### config.mk
export PLATFORM = sky130hd
export DESIGN_NAME = fir_cell_array
export DESIGN_NICKNAME = d
export VERILOG_FILES = /design/src/pkg/fir_cell_pkg.sv /design/src/hw/fir_cell_array.sv /design/src/hw/fir_out_fifo.sv
export SDC_FILE = /design/constraint.sdc
export NUM_CORES = 2
export LEC_CHECK = 0
export BUFFER_PORTS_ARGS = -buffer_cell sky130_fd_sc_hd__buf_2
export CORE_AREA = 2 2 275 277
export CTS_BUF_LIST = sky130_fd_sc_hd__clkbuf_8
export DETAILED_ROUTE_END_ITERATION = 8
export DIE_AREA = 0 0 277 279
export PLACE_DENSITY_LB_ADDON = 0.15
export SYNTH_ARGS = -nofsm -noshare
export SYNTH_HDL_FRONTEND = slang
export SYNTH_HIERARCHICAL = 1
export SYNTH_SLANG_ARGS = --single-unit
### constraint.sdc
create_clock -name CLK -period 11 [get_ports CLK]
set_input_delay 2.2 -clock CLK [delete_from_list [all_inputs] [get_ports CLK]]
set_output_delay 2.2 -clock CLK [all_outputs]
set_load 0.02 [all_outputs]
### src/pkg/fir_cell_pkg.sv
package fir_cell_pkg;
  // ****************************************************************
  // datapath widths and array shape
  // ****************************************************************
  localparam int SAMPLE_W      = 8;
  localparam int COEF_W        = 8;
  localparam int NUM_CELLS     = 4;
  localparam int TAP_COUNT     = 8;
  localparam int ACC_GUARD     = 8;
  localparam int FIFO_DEPTH    = 8;
  // product pipeline depth from input pins to first accumulator
  localparam int PIPE_CLKS     = 3;
  // ****************************************************************
  // timing
  // ****************************************************************
  localparam int CLK_HZ        = 200_000_000;
  localparam int MIN_RATE_HZ   = 30_000_000;
  // cycles of 200 MHz clock per 30 MHz sample period, rounded down
  localparam int CYC_PER_SMP   = CLK_HZ / MIN_RATE_HZ;
endpackage

### src/hw/fir_cell_array.sv
`timescale 1ns/1ps
// Behaviour
// - coefficients shift one cell right each clock, newest enters cell 0
// - each sample is broadcast to all cells in the same cycle
// - every cell has its own multiplier and accumulator
// - a cell's accumulator restarts from zero after its sum is output
// - with proper sequencing four outputs per eight clocks are delivered, on consecutive clocks
// - 8-bit samples and coefficients; cascade port for longer filters
// - full per-clock operation at 30 MHz or faster
// - three clocks from input pins to first accumulator
// - sums complete in cell order, one clock apart
module fir_cell_array
  import fir_cell_pkg::*;
#(
  parameter int SW    = fir_cell_pkg::SAMPLE_W,
  parameter int CW    = fir_cell_pkg::COEF_W,
  parameter int CELLS = fir_cell_pkg::NUM_CELLS,
  parameter int TAPS  = fir_cell_pkg::TAP_COUNT,
  parameter int DEPTH = fir_cell_pkg::FIFO_DEPTH,
  parameter int AW    = SW + CW + fir_cell_pkg::ACC_GUARD
) (
  // clock, reset, enable
  input  wire logic                 CLK,
  input  wire logic                 SYS_RST,
  input  wire logic                 CE,
  // sample and coefficient stream
  input  wire logic                 IN_VALID,
  output logic                      IN_READY,
  input  wire logic signed [SW-1:0] SAMPLE_IN,
  input  wire logic signed [CW-1:0] COEF_IN,
  // cascade from previous array
  input  wire logic signed [AW-1:0] CASCADE_IN,
  // coefficient leaving last cell, feeds next array
  output logic signed [CW-1:0]      COEF_OUT,
  // completed sums
  output logic                      SUM_VALID,
  input  wire logic                 SUM_READY,
  output logic signed [AW-1:0]      SUM_OUT
);
  import fir_cell_pkg::*;

  localparam int PW = SW + CW;
  localparam int CNTW = $clog2(TAPS + CELLS + 1);

  // ****************************************************************
  // input pipeline
  // ****************************************************************
  logic signed [SW-1:0] smp_p1_r;
  logic signed [SW-1:0] smp_p2_r;
  logic signed [CW-1:0] coef_p1_r;
  logic                 vld_p1_r;
  logic                 vld_p2_r;
  logic                 vld_p3_r;
  logic                 adv;
  logic                 fifo_ready;

  // whole array stalls when the output fifo is full and the sum register holds a sum; back-pressure to source
  // full-rate advance
  assign adv      = CE && fifo_ready;
  assign IN_READY = adv;

  // register inputs; coefficient stage keeps total latency at three
  // three-clock latency
  always_ff @(posedge CLK)
  begin
    if (SYS_RST)
    begin
      smp_p1_r  <= '0;
      smp_p2_r  <= '0;
      coef_p1_r <= '0;
      vld_p1_r  <= 1'b0;
      vld_p2_r  <= 1'b0;
      vld_p3_r  <= 1'b0;
    end
    else if (adv)
    begin
      smp_p1_r  <= SAMPLE_IN;
      smp_p2_r  <= smp_p1_r;
      coef_p1_r <= COEF_IN;
      vld_p1_r  <= IN_VALID;
      vld_p2_r  <= vld_p1_r;
      vld_p3_r  <= vld_p2_r;
    end
  end

  // ****************************************************************
  // cells
  // ****************************************************************
  logic signed [CW-1:0] coef_r [CELLS];
  logic signed [PW-1:0] prod_r [CELLS];
  logic signed [AW-1:0] acc_r  [CELLS];
  logic        [CNTW-1:0] cnt_r [CELLS];
  logic        [CELLS-1:0] done;

  genvar g;
  generate
    for (g = 0; g < CELLS; g++)
    begin : g_cell
      always_ff @(posedge CLK)
      begin
        if (SYS_RST)
        begin
          coef_r[g] <= '0;
        end
        else if (adv)
        begin
          coef_r[g] <= (g == 0) ? coef_p1_r : coef_r[(g == 0) ? 0 : g-1];
        end
      end

      always_ff @(posedge CLK)
      begin
        if (SYS_RST)
        begin
          prod_r[g] <= '0;
        end
        else if (adv)
        begin
          prod_r[g] <= smp_p2_r * coef_r[g];
        end
      end

      // tap counter; cell g starts g clocks after cell 0
      always_ff @(posedge CLK)
      begin
        if (SYS_RST)
        begin
          cnt_r[g] <= CNTW'(TAPS + g);
        end
        else if (adv && vld_p3_r)
        begin
          cnt_r[g] <= (cnt_r[g] == '0) ? CNTW'(TAPS - 1) : cnt_r[g] - 1'b1;
        end
      end

      // cells finish in order, one clock apart
      assign done[g] = vld_p3_r && (cnt_r[g] == '0);

      // accumulate, or restart with the new product when done
      // the leading slots of a late cell pair samples with stale
      // coefficients left on the line, so its first real tap loads
      always_ff @(posedge CLK)
      begin
        if (SYS_RST)
        begin
          acc_r[g] <= '0;
        end
        else if (adv && vld_p3_r)
        begin
          acc_r[g] <= (done[g] || (cnt_r[g] >= CNTW'(TAPS)))
                      ? AW'(prod_r[g])
                      : acc_r[g] + AW'(prod_r[g]);
        end
      end
    end
  endgenerate

  assign COEF_OUT = coef_r[CELLS-1];

  // ****************************************************************
  // output selector
  // ****************************************************************
  logic signed [AW-1:0] sel_sum;
  logic                 sel_vld;

  // route finished accumulator; at most one finishes per clock
  always_comb
  begin
    sel_sum = '0;
    sel_vld = 1'b0;
    for (int i = 0; i < CELLS; i++)
    begin
      if (done[i])
      begin
        sel_sum = acc_r[i] + CASCADE_IN;
        sel_vld = adv;
      end
    end
  end

  logic signed [AW-1:0] sum_r;
  logic                 sum_vld_r;

  // data output registered before the fifo
  always_ff @(posedge CLK)
  begin
    if (SYS_RST)
    begin
      sum_r     <= '0;
      sum_vld_r <= 1'b0;
    end
    else if (CE)
    begin
      if (fifo_ready)
      begin
        sum_r     <= sel_sum;
        sum_vld_r <= sel_vld;
      end
    end
  end

  // ****************************************************************
  // output fifo
  // ****************************************************************
  logic fifo_in_ready;

  assign fifo_ready = fifo_in_ready || !sum_vld_r;

  fir_out_fifo #(
    .WIDTH (AW),
    .DEPTH (DEPTH)
  ) u_fifo (
    .CLK       (CLK),
    .SYS_RST   (SYS_RST),
    .CE        (CE),
    .IN_VALID  (sum_vld_r),
    .IN_READY  (fifo_in_ready),
    .IN_DATA   (sum_r),
    .OUT_VALID (SUM_VALID),
    .OUT_READY (SUM_READY),
    .OUT_DATA  (SUM_OUT)
  );
endmodule

### src/hw/fir_out_fifo.sv
`timescale 1ns/1ps
module fir_out_fifo #(
  parameter int WIDTH = 24,
  parameter int DEPTH = 8
) (
  // clock, reset and enable
  input  wire logic             CLK,
  input  wire logic             SYS_RST,
  input  wire logic             CE,
  // fill side
  input  wire logic             IN_VALID,
  output logic                  IN_READY,
  input  wire logic [WIDTH-1:0] IN_DATA,
  // drain side
  output logic                  OUT_VALID,
  input  wire logic             OUT_READY,
  output logic      [WIDTH-1:0] OUT_DATA
);
  localparam int AW = $clog2(DEPTH);

  logic [WIDTH-1:0] mem_r [DEPTH];
  logic [AW-1:0]    wr_ptr_r;
  logic [AW-1:0]    rd_ptr_r;
  logic [AW:0]      count_r;
  logic             push;
  logic             pop;

  // handshakes: honest full and empty from the occupancy count
  assign IN_READY  = (count_r != (AW+1)'(DEPTH));
  assign OUT_VALID = (count_r != '0);
  assign push      = IN_VALID && IN_READY && CE;
  assign pop       = OUT_VALID && OUT_READY && CE;
  assign OUT_DATA  = mem_r[rd_ptr_r];

  // storage writes, no reset needed on data
  always_ff @(posedge CLK)
  begin
    if (push)
    begin
      mem_r[wr_ptr_r] <= IN_DATA;
    end
  end

  // pointers and occupancy
  always_ff @(posedge CLK)
  begin
    if (SYS_RST)
    begin
      wr_ptr_r <= '0;
      rd_ptr_r <= '0;
      count_r  <= '0;
    end
    else
    begin
      if (push)
      begin
        wr_ptr_r <= (wr_ptr_r == AW'(DEPTH-1)) ? '0 : wr_ptr_r + 1'b1;
      end
      if (pop)
      begin
        rd_ptr_r <= (rd_ptr_r == AW'(DEPTH-1)) ? '0 : rd_ptr_r + 1'b1;
      end
      if (push && !pop)
      begin
        count_r <= count_r + 1'b1;
      end
      else if (pop && !push)
      begin
        count_r <= count_r - 1'b1;
      end
    end
  end
endmodule

---- After elaboration in Yosys (flattened, before gate mapping) ----
Memory sizes are Yosys's and may differ from the RTL's. A register that Yosys moved wholly into a read port is not among the register bits.
Index checks and enable logic that the tools add are counted.
W data, S select, Z words.
storage, ports and cells
  register bits after elaboration ......... 62
  bits in writable memories ............... 400
  memories ................................ 5
  input bits .............................. 45
  logic and storage cells ................. 134
  output and inout bits ................... 34
memories
  name          words  width  rd ports  clocked after Yosys merged registers in  wr ports  RTL line              RTL
  u_fifo.mem_r  8      24     1         1                                        1         fir_out_fifo.sv:21    logic [WIDTH-1:0] mem_r [DEPTH];
  acc_r         4      24     4         0                                        4         fir_cell_array.sv:91  logic signed [AW-1:0] acc_r [CELLS];
  prod_r        4      16     4         0                                        4         fir_cell_array.sv:90  logic signed [PW-1:0] prod_r [CELLS];
  coef_r        4      8      4         0                                        4         fir_cell_array.sv:89  logic signed [CW-1:0] coef_r [CELLS];
  cnt_r         4      4      4         0                                        4         fir_cell_array.sv:92  logic [CNTW-1:0] cnt_r [CELLS];
cells by class
  reduce and logical (&&, ||, !) cells .... 27
  multiplexer cells ....................... 48
  equal/unequal tests ..................... 3
  bitwise gates (word level) .............. 16
  $lt $le $gt $ge ......................... 4
  multipliers ............................. 4
  add/sub/neg operators ................... 16
operators by type and width
  operator               count
  $mux W24               12
  $add A24 B16 Y24       4
  $add A24 B24 Y24       4
  $mul A8 B8 Y16         4
  $mux W16               4
  $mux W4                10
  $mux W8                4
  $sub A4 B1 Y4 const B  5
  $ge A4 B4 Y1 const B   4
  $logic_not A4 Y1       4
  $or A1 B1 Y1           16
  $mux W1                14
  $logic_and A1 B1 Y1    12
  $mux W3                4
  $add A3 B1 Y3 const B  2
  $eq A3 B3 Y1 const B   2
  $logic_or A1 B1 Y1     5
  $add A4 B1 Y4 const B  1
  $ne A4 B4 Y1 const B   1
  $reduce_bool A4 Y1     1
  $logic_not A1 Y1       3
  $reduce_and A2 Y1      1
  $reduce_bool A2 Y1     1

---- Depth between registers and ports, before layout ----
  depth after elaboration ................. 8
  gate-level depth with buffers ........... 21
  depth with buffers taken out ............ 20

---- Hierarchy ----
The synthesis kept the hierarchy.
by module, submodules not included
  module          instances  area each (µm²)  sequential area each (µm²)  cells each
  fir_cell_array  1          28850.2          7287.0                      3196
  fir_out_fifo    1          7877.6           6025.8                      352

---- Least setup slack after synthesis ----
Ideal clock, no wire load.
  kind .................................... input-to-reg
  start point ............................. input CE
  end point ............................... memory acc_r[0][0] in the netlist's numbering, enable pin
  path buffers ............................ 1
  data arrival time ....................... 5.255 ns
  required time ........................... 10.530 ns
  setup time .............................. 0.470 ns
  slack ................................... 5.275 ns
  stages on the path ...................... 4
  cell sequence ........................... o21ai_0 -> inv_2 -> clkbuf_1 -> a21o_1
RTL lines
  what             RTL line              RTL
  start, declared  fir_cell_array.sv:25  input wire logic CE,
  end, declared    fir_cell_array.sv:91

---- Worst setup path in the final report ----
  start point ............................. input CE
  end point ............................... output IN_READY
between the ends
  cells in the longest elaborated chain, start to end .. 1
RTL lines
  what                 RTL line              RTL
  $logic_and A1 B1 Y1  fir_cell_array.sv:59  assign adv = CE && fifo_ready;
  end, declared        fir_cell_array.sv:28  output logic IN_READY,
Every way passes these cells.

==> flow_metrics.env <==
export IMPL_synth_top_family_by_area="adder cells"
export IMPL_track_usage=0.2325
export IMPL_root_buffer="clkbuf_8"
export IMPL_status="completed"
export IMPL_synth_edf_count=400
export IMPL_fin_crit_sh=0.5142
export IMPL_vdd_drop_max_v=0.0001122
export IMPL_placed_cells=4514
export IMPL_cts_setup_buffers=0
export IMPL_r2r_worst_path_cells=19
export IMPL_synth_cells=3548
export IMPL_dp_hpwl_um=64630
export IMPL_grt_overflow=0
export IMPL_ctsHtreeMaxLevel=3
export IMPL_synth_largest_area_cell="edfxtp_1"
export IMPL_netlist_area_um2=36730
export IMPL_final_cell_mix="inv_1 (402), edfxtp_1 (400), nand2_1 (325)"
export IMPL_grt_antenna_before_repair=5
export IMPL_fin_setup_tns_ps=0
export IMPL_tightest_slew_ps=991.8
export IMPL_ys_flop_type="edfxtp_1"
export IMPL_crit_required_ps=8800
export IMPL_leakage_uw=0.01694
export IMPL_pre_cts_slack_ps=5348
export IMPL_hold_ws_ps=450.2
export IMPL_dr_first_iter_drc_count=1618
export IMPL_reg2reg_from="smp_p2_r[2]$_SDFFE_PP0P_"
export IMPL_port_buffers=78
export IMPL_cts_buffer_depth=3
export IMPL_slew_headroom=0.3388
export IMPL_period_minus_slack_ps=5657
export IMPL_grt_setup_unrepaired="no"
export IMPL_drt_wl_total_um=88290
export IMPL_cts_hold_buffers_added=0
export IMPL_clock_latency_ps=690
export IMPL_crit_arrival_ps=3460
export IMPL_die_area_um2=77280
export IMPL_r2r_end="prod_r[1][15]$_SDFFCE_PN0P_"
export IMPL_fin_cells=4662
export IMPL_powerDensity_nw_per_um2=109.4
export IMPL_fin_util=0.5376
export IMPL_drc=0
export IMPL_synth_compound_area_frac=0.1261
export IMPL_ys_seq_elements=465
export IMPL_die_height_um=279
export IMPL_critPathLaunch="CE"
export IMPL_antenna_left=0
export IMPL_ys_top_cells_by_area="edfxtp_1 (33%), fa_1 (12%), ha_1 (11%)"
export IMPL_synthSimpleGateAreaFrac=0.1361
export IMPL_routabilityCongestion=0.9318
export IMPL_synth_async_reset_ratio=0
export IMPL_drive_above_1_share=0.09453
export IMPL_cp_end_kind="output pin"
export IMPL_synth_seq_area_share=0.3625
export IMPL_setup_viol=0
export IMPL_maxCapViolations=0
export IMPL_numClockSinks=465
export IMPL_synth_cell_types=82
export IMPL_crit_fanout=39
export IMPL_crit_end="IN_READY"
export IMPL_ff2ff_setup_slack_ps=5820
export IMPL_synth_xor_area_frac=0.05103
export IMPL_setup_ws_ps=5343
export IMPL_grt_max_degree=64
export IMPL_worst_hold_path_type="flip-flop to flip-flop"
export IMPL_vias_per_cell=5.512
export IMPL_synthMuxAreaShare=0.04078
export IMPL_die_w_um=277
export IMPL_hold_viol=0
export IMPL_max_freq_mhz=176.8
export IMPL_startpoint_type="input pin"
export IMPL_synth_nets=4133
export IMPL_num_rows=100
export IMPL_cts_resized=0
export IMPL_clk_pin_slew_ps=60
export IMPL_wl_per_cell_um=18.94
export IMPL_synth_top_area_share=0.3270
export IMPL_vias=25700
export IMPL_ioPinCount=79
export IMPL_core_um2=74070
export IMPL_grt_pass1_vias=25770
export IMPL_criticalPathCategory="input pin to output pin"
export IMPL_cts_buffers=81
export IMPL_synthAdderAreaFrac=0.2308
export IMPL_start_util=0.4958
export IMPL_area_growth_pct=8.421
export IMPL_drt_first_pass_iters=7
export IMPL_grt_pass1_wl_um=141200
export IMPL_yosys_warnings=6
export IMPL_final_common_cell="inv_1"
export IMPL_maxSlewViolCount=0
export IMPL_nNetsFinal=4213
export IMPL_syn_avg_cell_area_um2=10.35
export IMPL_cts_tree="built"
export IMPL_fin_worst_skew_ps=55.00
## cell type report
cell class | instances | area, um^2
fillers | 6724 | 34250
flip-flops and latches | 465 | 13320
inverters | 381 | 1433
multi-input cells | 2585 | 21560
diodes | 1 | 2.502
repair buffers | 114 | 660.6
well taps | 969 | 1212
clock buffers | 90 | 1239
clock inverters | 57 | 399.1
## per-stage QoR
| step | cell area [um^2] | total power [uW] |
|---|---|---|
| CTS | 39820 | 4409 |
| floorplan | 36730 | 2587 |
| global placement | 38180 | 2773 |
| finish | 39820 | 4358 |
| detailed placement | 38180 | 2778 |
| global route | 39820 | 4577 |
## critical path: stages
cell and delay [ps]:
buf_2 140, o21ai_4 50, buf_4 460, inv_2 310, buf_2 250
## worst min path at each step
stage | start | end | slack, ps | depth (start not counted)
6_report | coef_p1_r[0]$_SDFFE_PP0P_ | coef_p1_r[0]$_SDFFE_PP0P_ | 450 | 2
5_1_grt | coef_p1_r[5]$_SDFFE_PP0P_ | coef_p1_r[5]$_SDFFE_PP0P_ | 470 | 2
4_1_cts | coef_p1_r[5]$_SDFFE_PP0P_ | coef_p1_r[5]$_SDFFE_PP0P_ | 450 | 2
3_5_place_dp | coef_p1_r[5]$_SDFFE_PP0P_ | coef_p1_r[5]$_SDFFE_PP0P_ | 440 | 2
3_3_place_gp | coef_p1_r[5]$_SDFFE_PP0P_ | coef_p1_r[5]$_SDFFE_PP0P_ | 440 | 2
2_1_floorplan | coef_p1_r[0]$_SDFFE_PP0P_ | coef_p1_r[0]$_SDFFE_PP0P_ | 430 | 2
## synthesized netlist by cell type (6+ instances only)
| cell type | n |
|---|---|
| a211o_1 | 10 |
| mux2_2 | 29 |
| o41ai_1 | 8 |
| buf_4 | 8 |
| edfxtp_1 | 400 |
| nand4_1 | 11 |
| nor2b_1 | 53 |
| and3_1 | 14 |
| a21o_1 | 64 |
| o31ai_1 | 9 |
| inv_1 | 379 |
| dfxtp_1 | 65 |
| and2_1 | 229 |
| a21boi_0 | 6 |
| o211ai_1 | 22 |
| o22ai_1 | 14 |
| nand4b_1 | 7 |
| a211oi_1 | 35 |
| o21bai_1 | 19 |
| fa_1 | 229 |
| ha_1 | 311 |
| xnor2_1 | 148 |
| nand2_1 | 326 |
| a22oi_1 | 10 |
| clkbuf_1 | 95 |
| mux2i_1 | 9 |
| xor2_1 | 66 |
| nor4_1 | 9 |
| o21ai_1 | 15 |
| nor3_1 | 49 |
| o21a_1 | 38 |
| o21ai_0 | 115 |
| nor2_1 | 194 |
| a31oi_1 | 16 |
| nand2b_1 | 38 |
| a221oi_1 | 8 |
| o31a_1 | 7 |
| or3_1 | 18 |
| o2111ai_1 | 6 |
| a21oi_1 | 274 |
| mux4_2 | 48 |
| nand3_1 | 45 |
## state kept, by name, summed over array words and instances, names as in the netlist, 3 cells and up, named ones only
signal,count
u_fifo/rd_ptr_r,3
u_fifo/wr_ptr_r,3
coef_p1_r,8
acc_r,96
u_fifo/count_r,4
cnt_r,16
coef_r,32
sum_r,24
smp_p2_r,8
prod_r,64
u_fifo/mem_r,192
smp_p1_r,8
## metal layers
layer / GRT usage / routed length, um
met5: 0 / 13
met4: 0.09685 / 3529
met3: 0.02837 / 3673
met2: 0.3901 / 41770
met1: 0.3062 / 39300
## report_power, final
part	switching (uW)	total, uW	internal [uW]
clock	754	1610	859
sequential	72.9	2030	1950
combinational	417	717	301
## cell families (layout without fill, tap and decap cells)
logic type      Yosys count  in the layout
buf+inv                 498            642
other cells               0              1
fa+ha+maj               540            540
compound gates          729            729
simple gates           1016           1016
mux                      86             86
xor+xnor                214            214
flops                   465            465
Power figures use the tool's default switching activity.
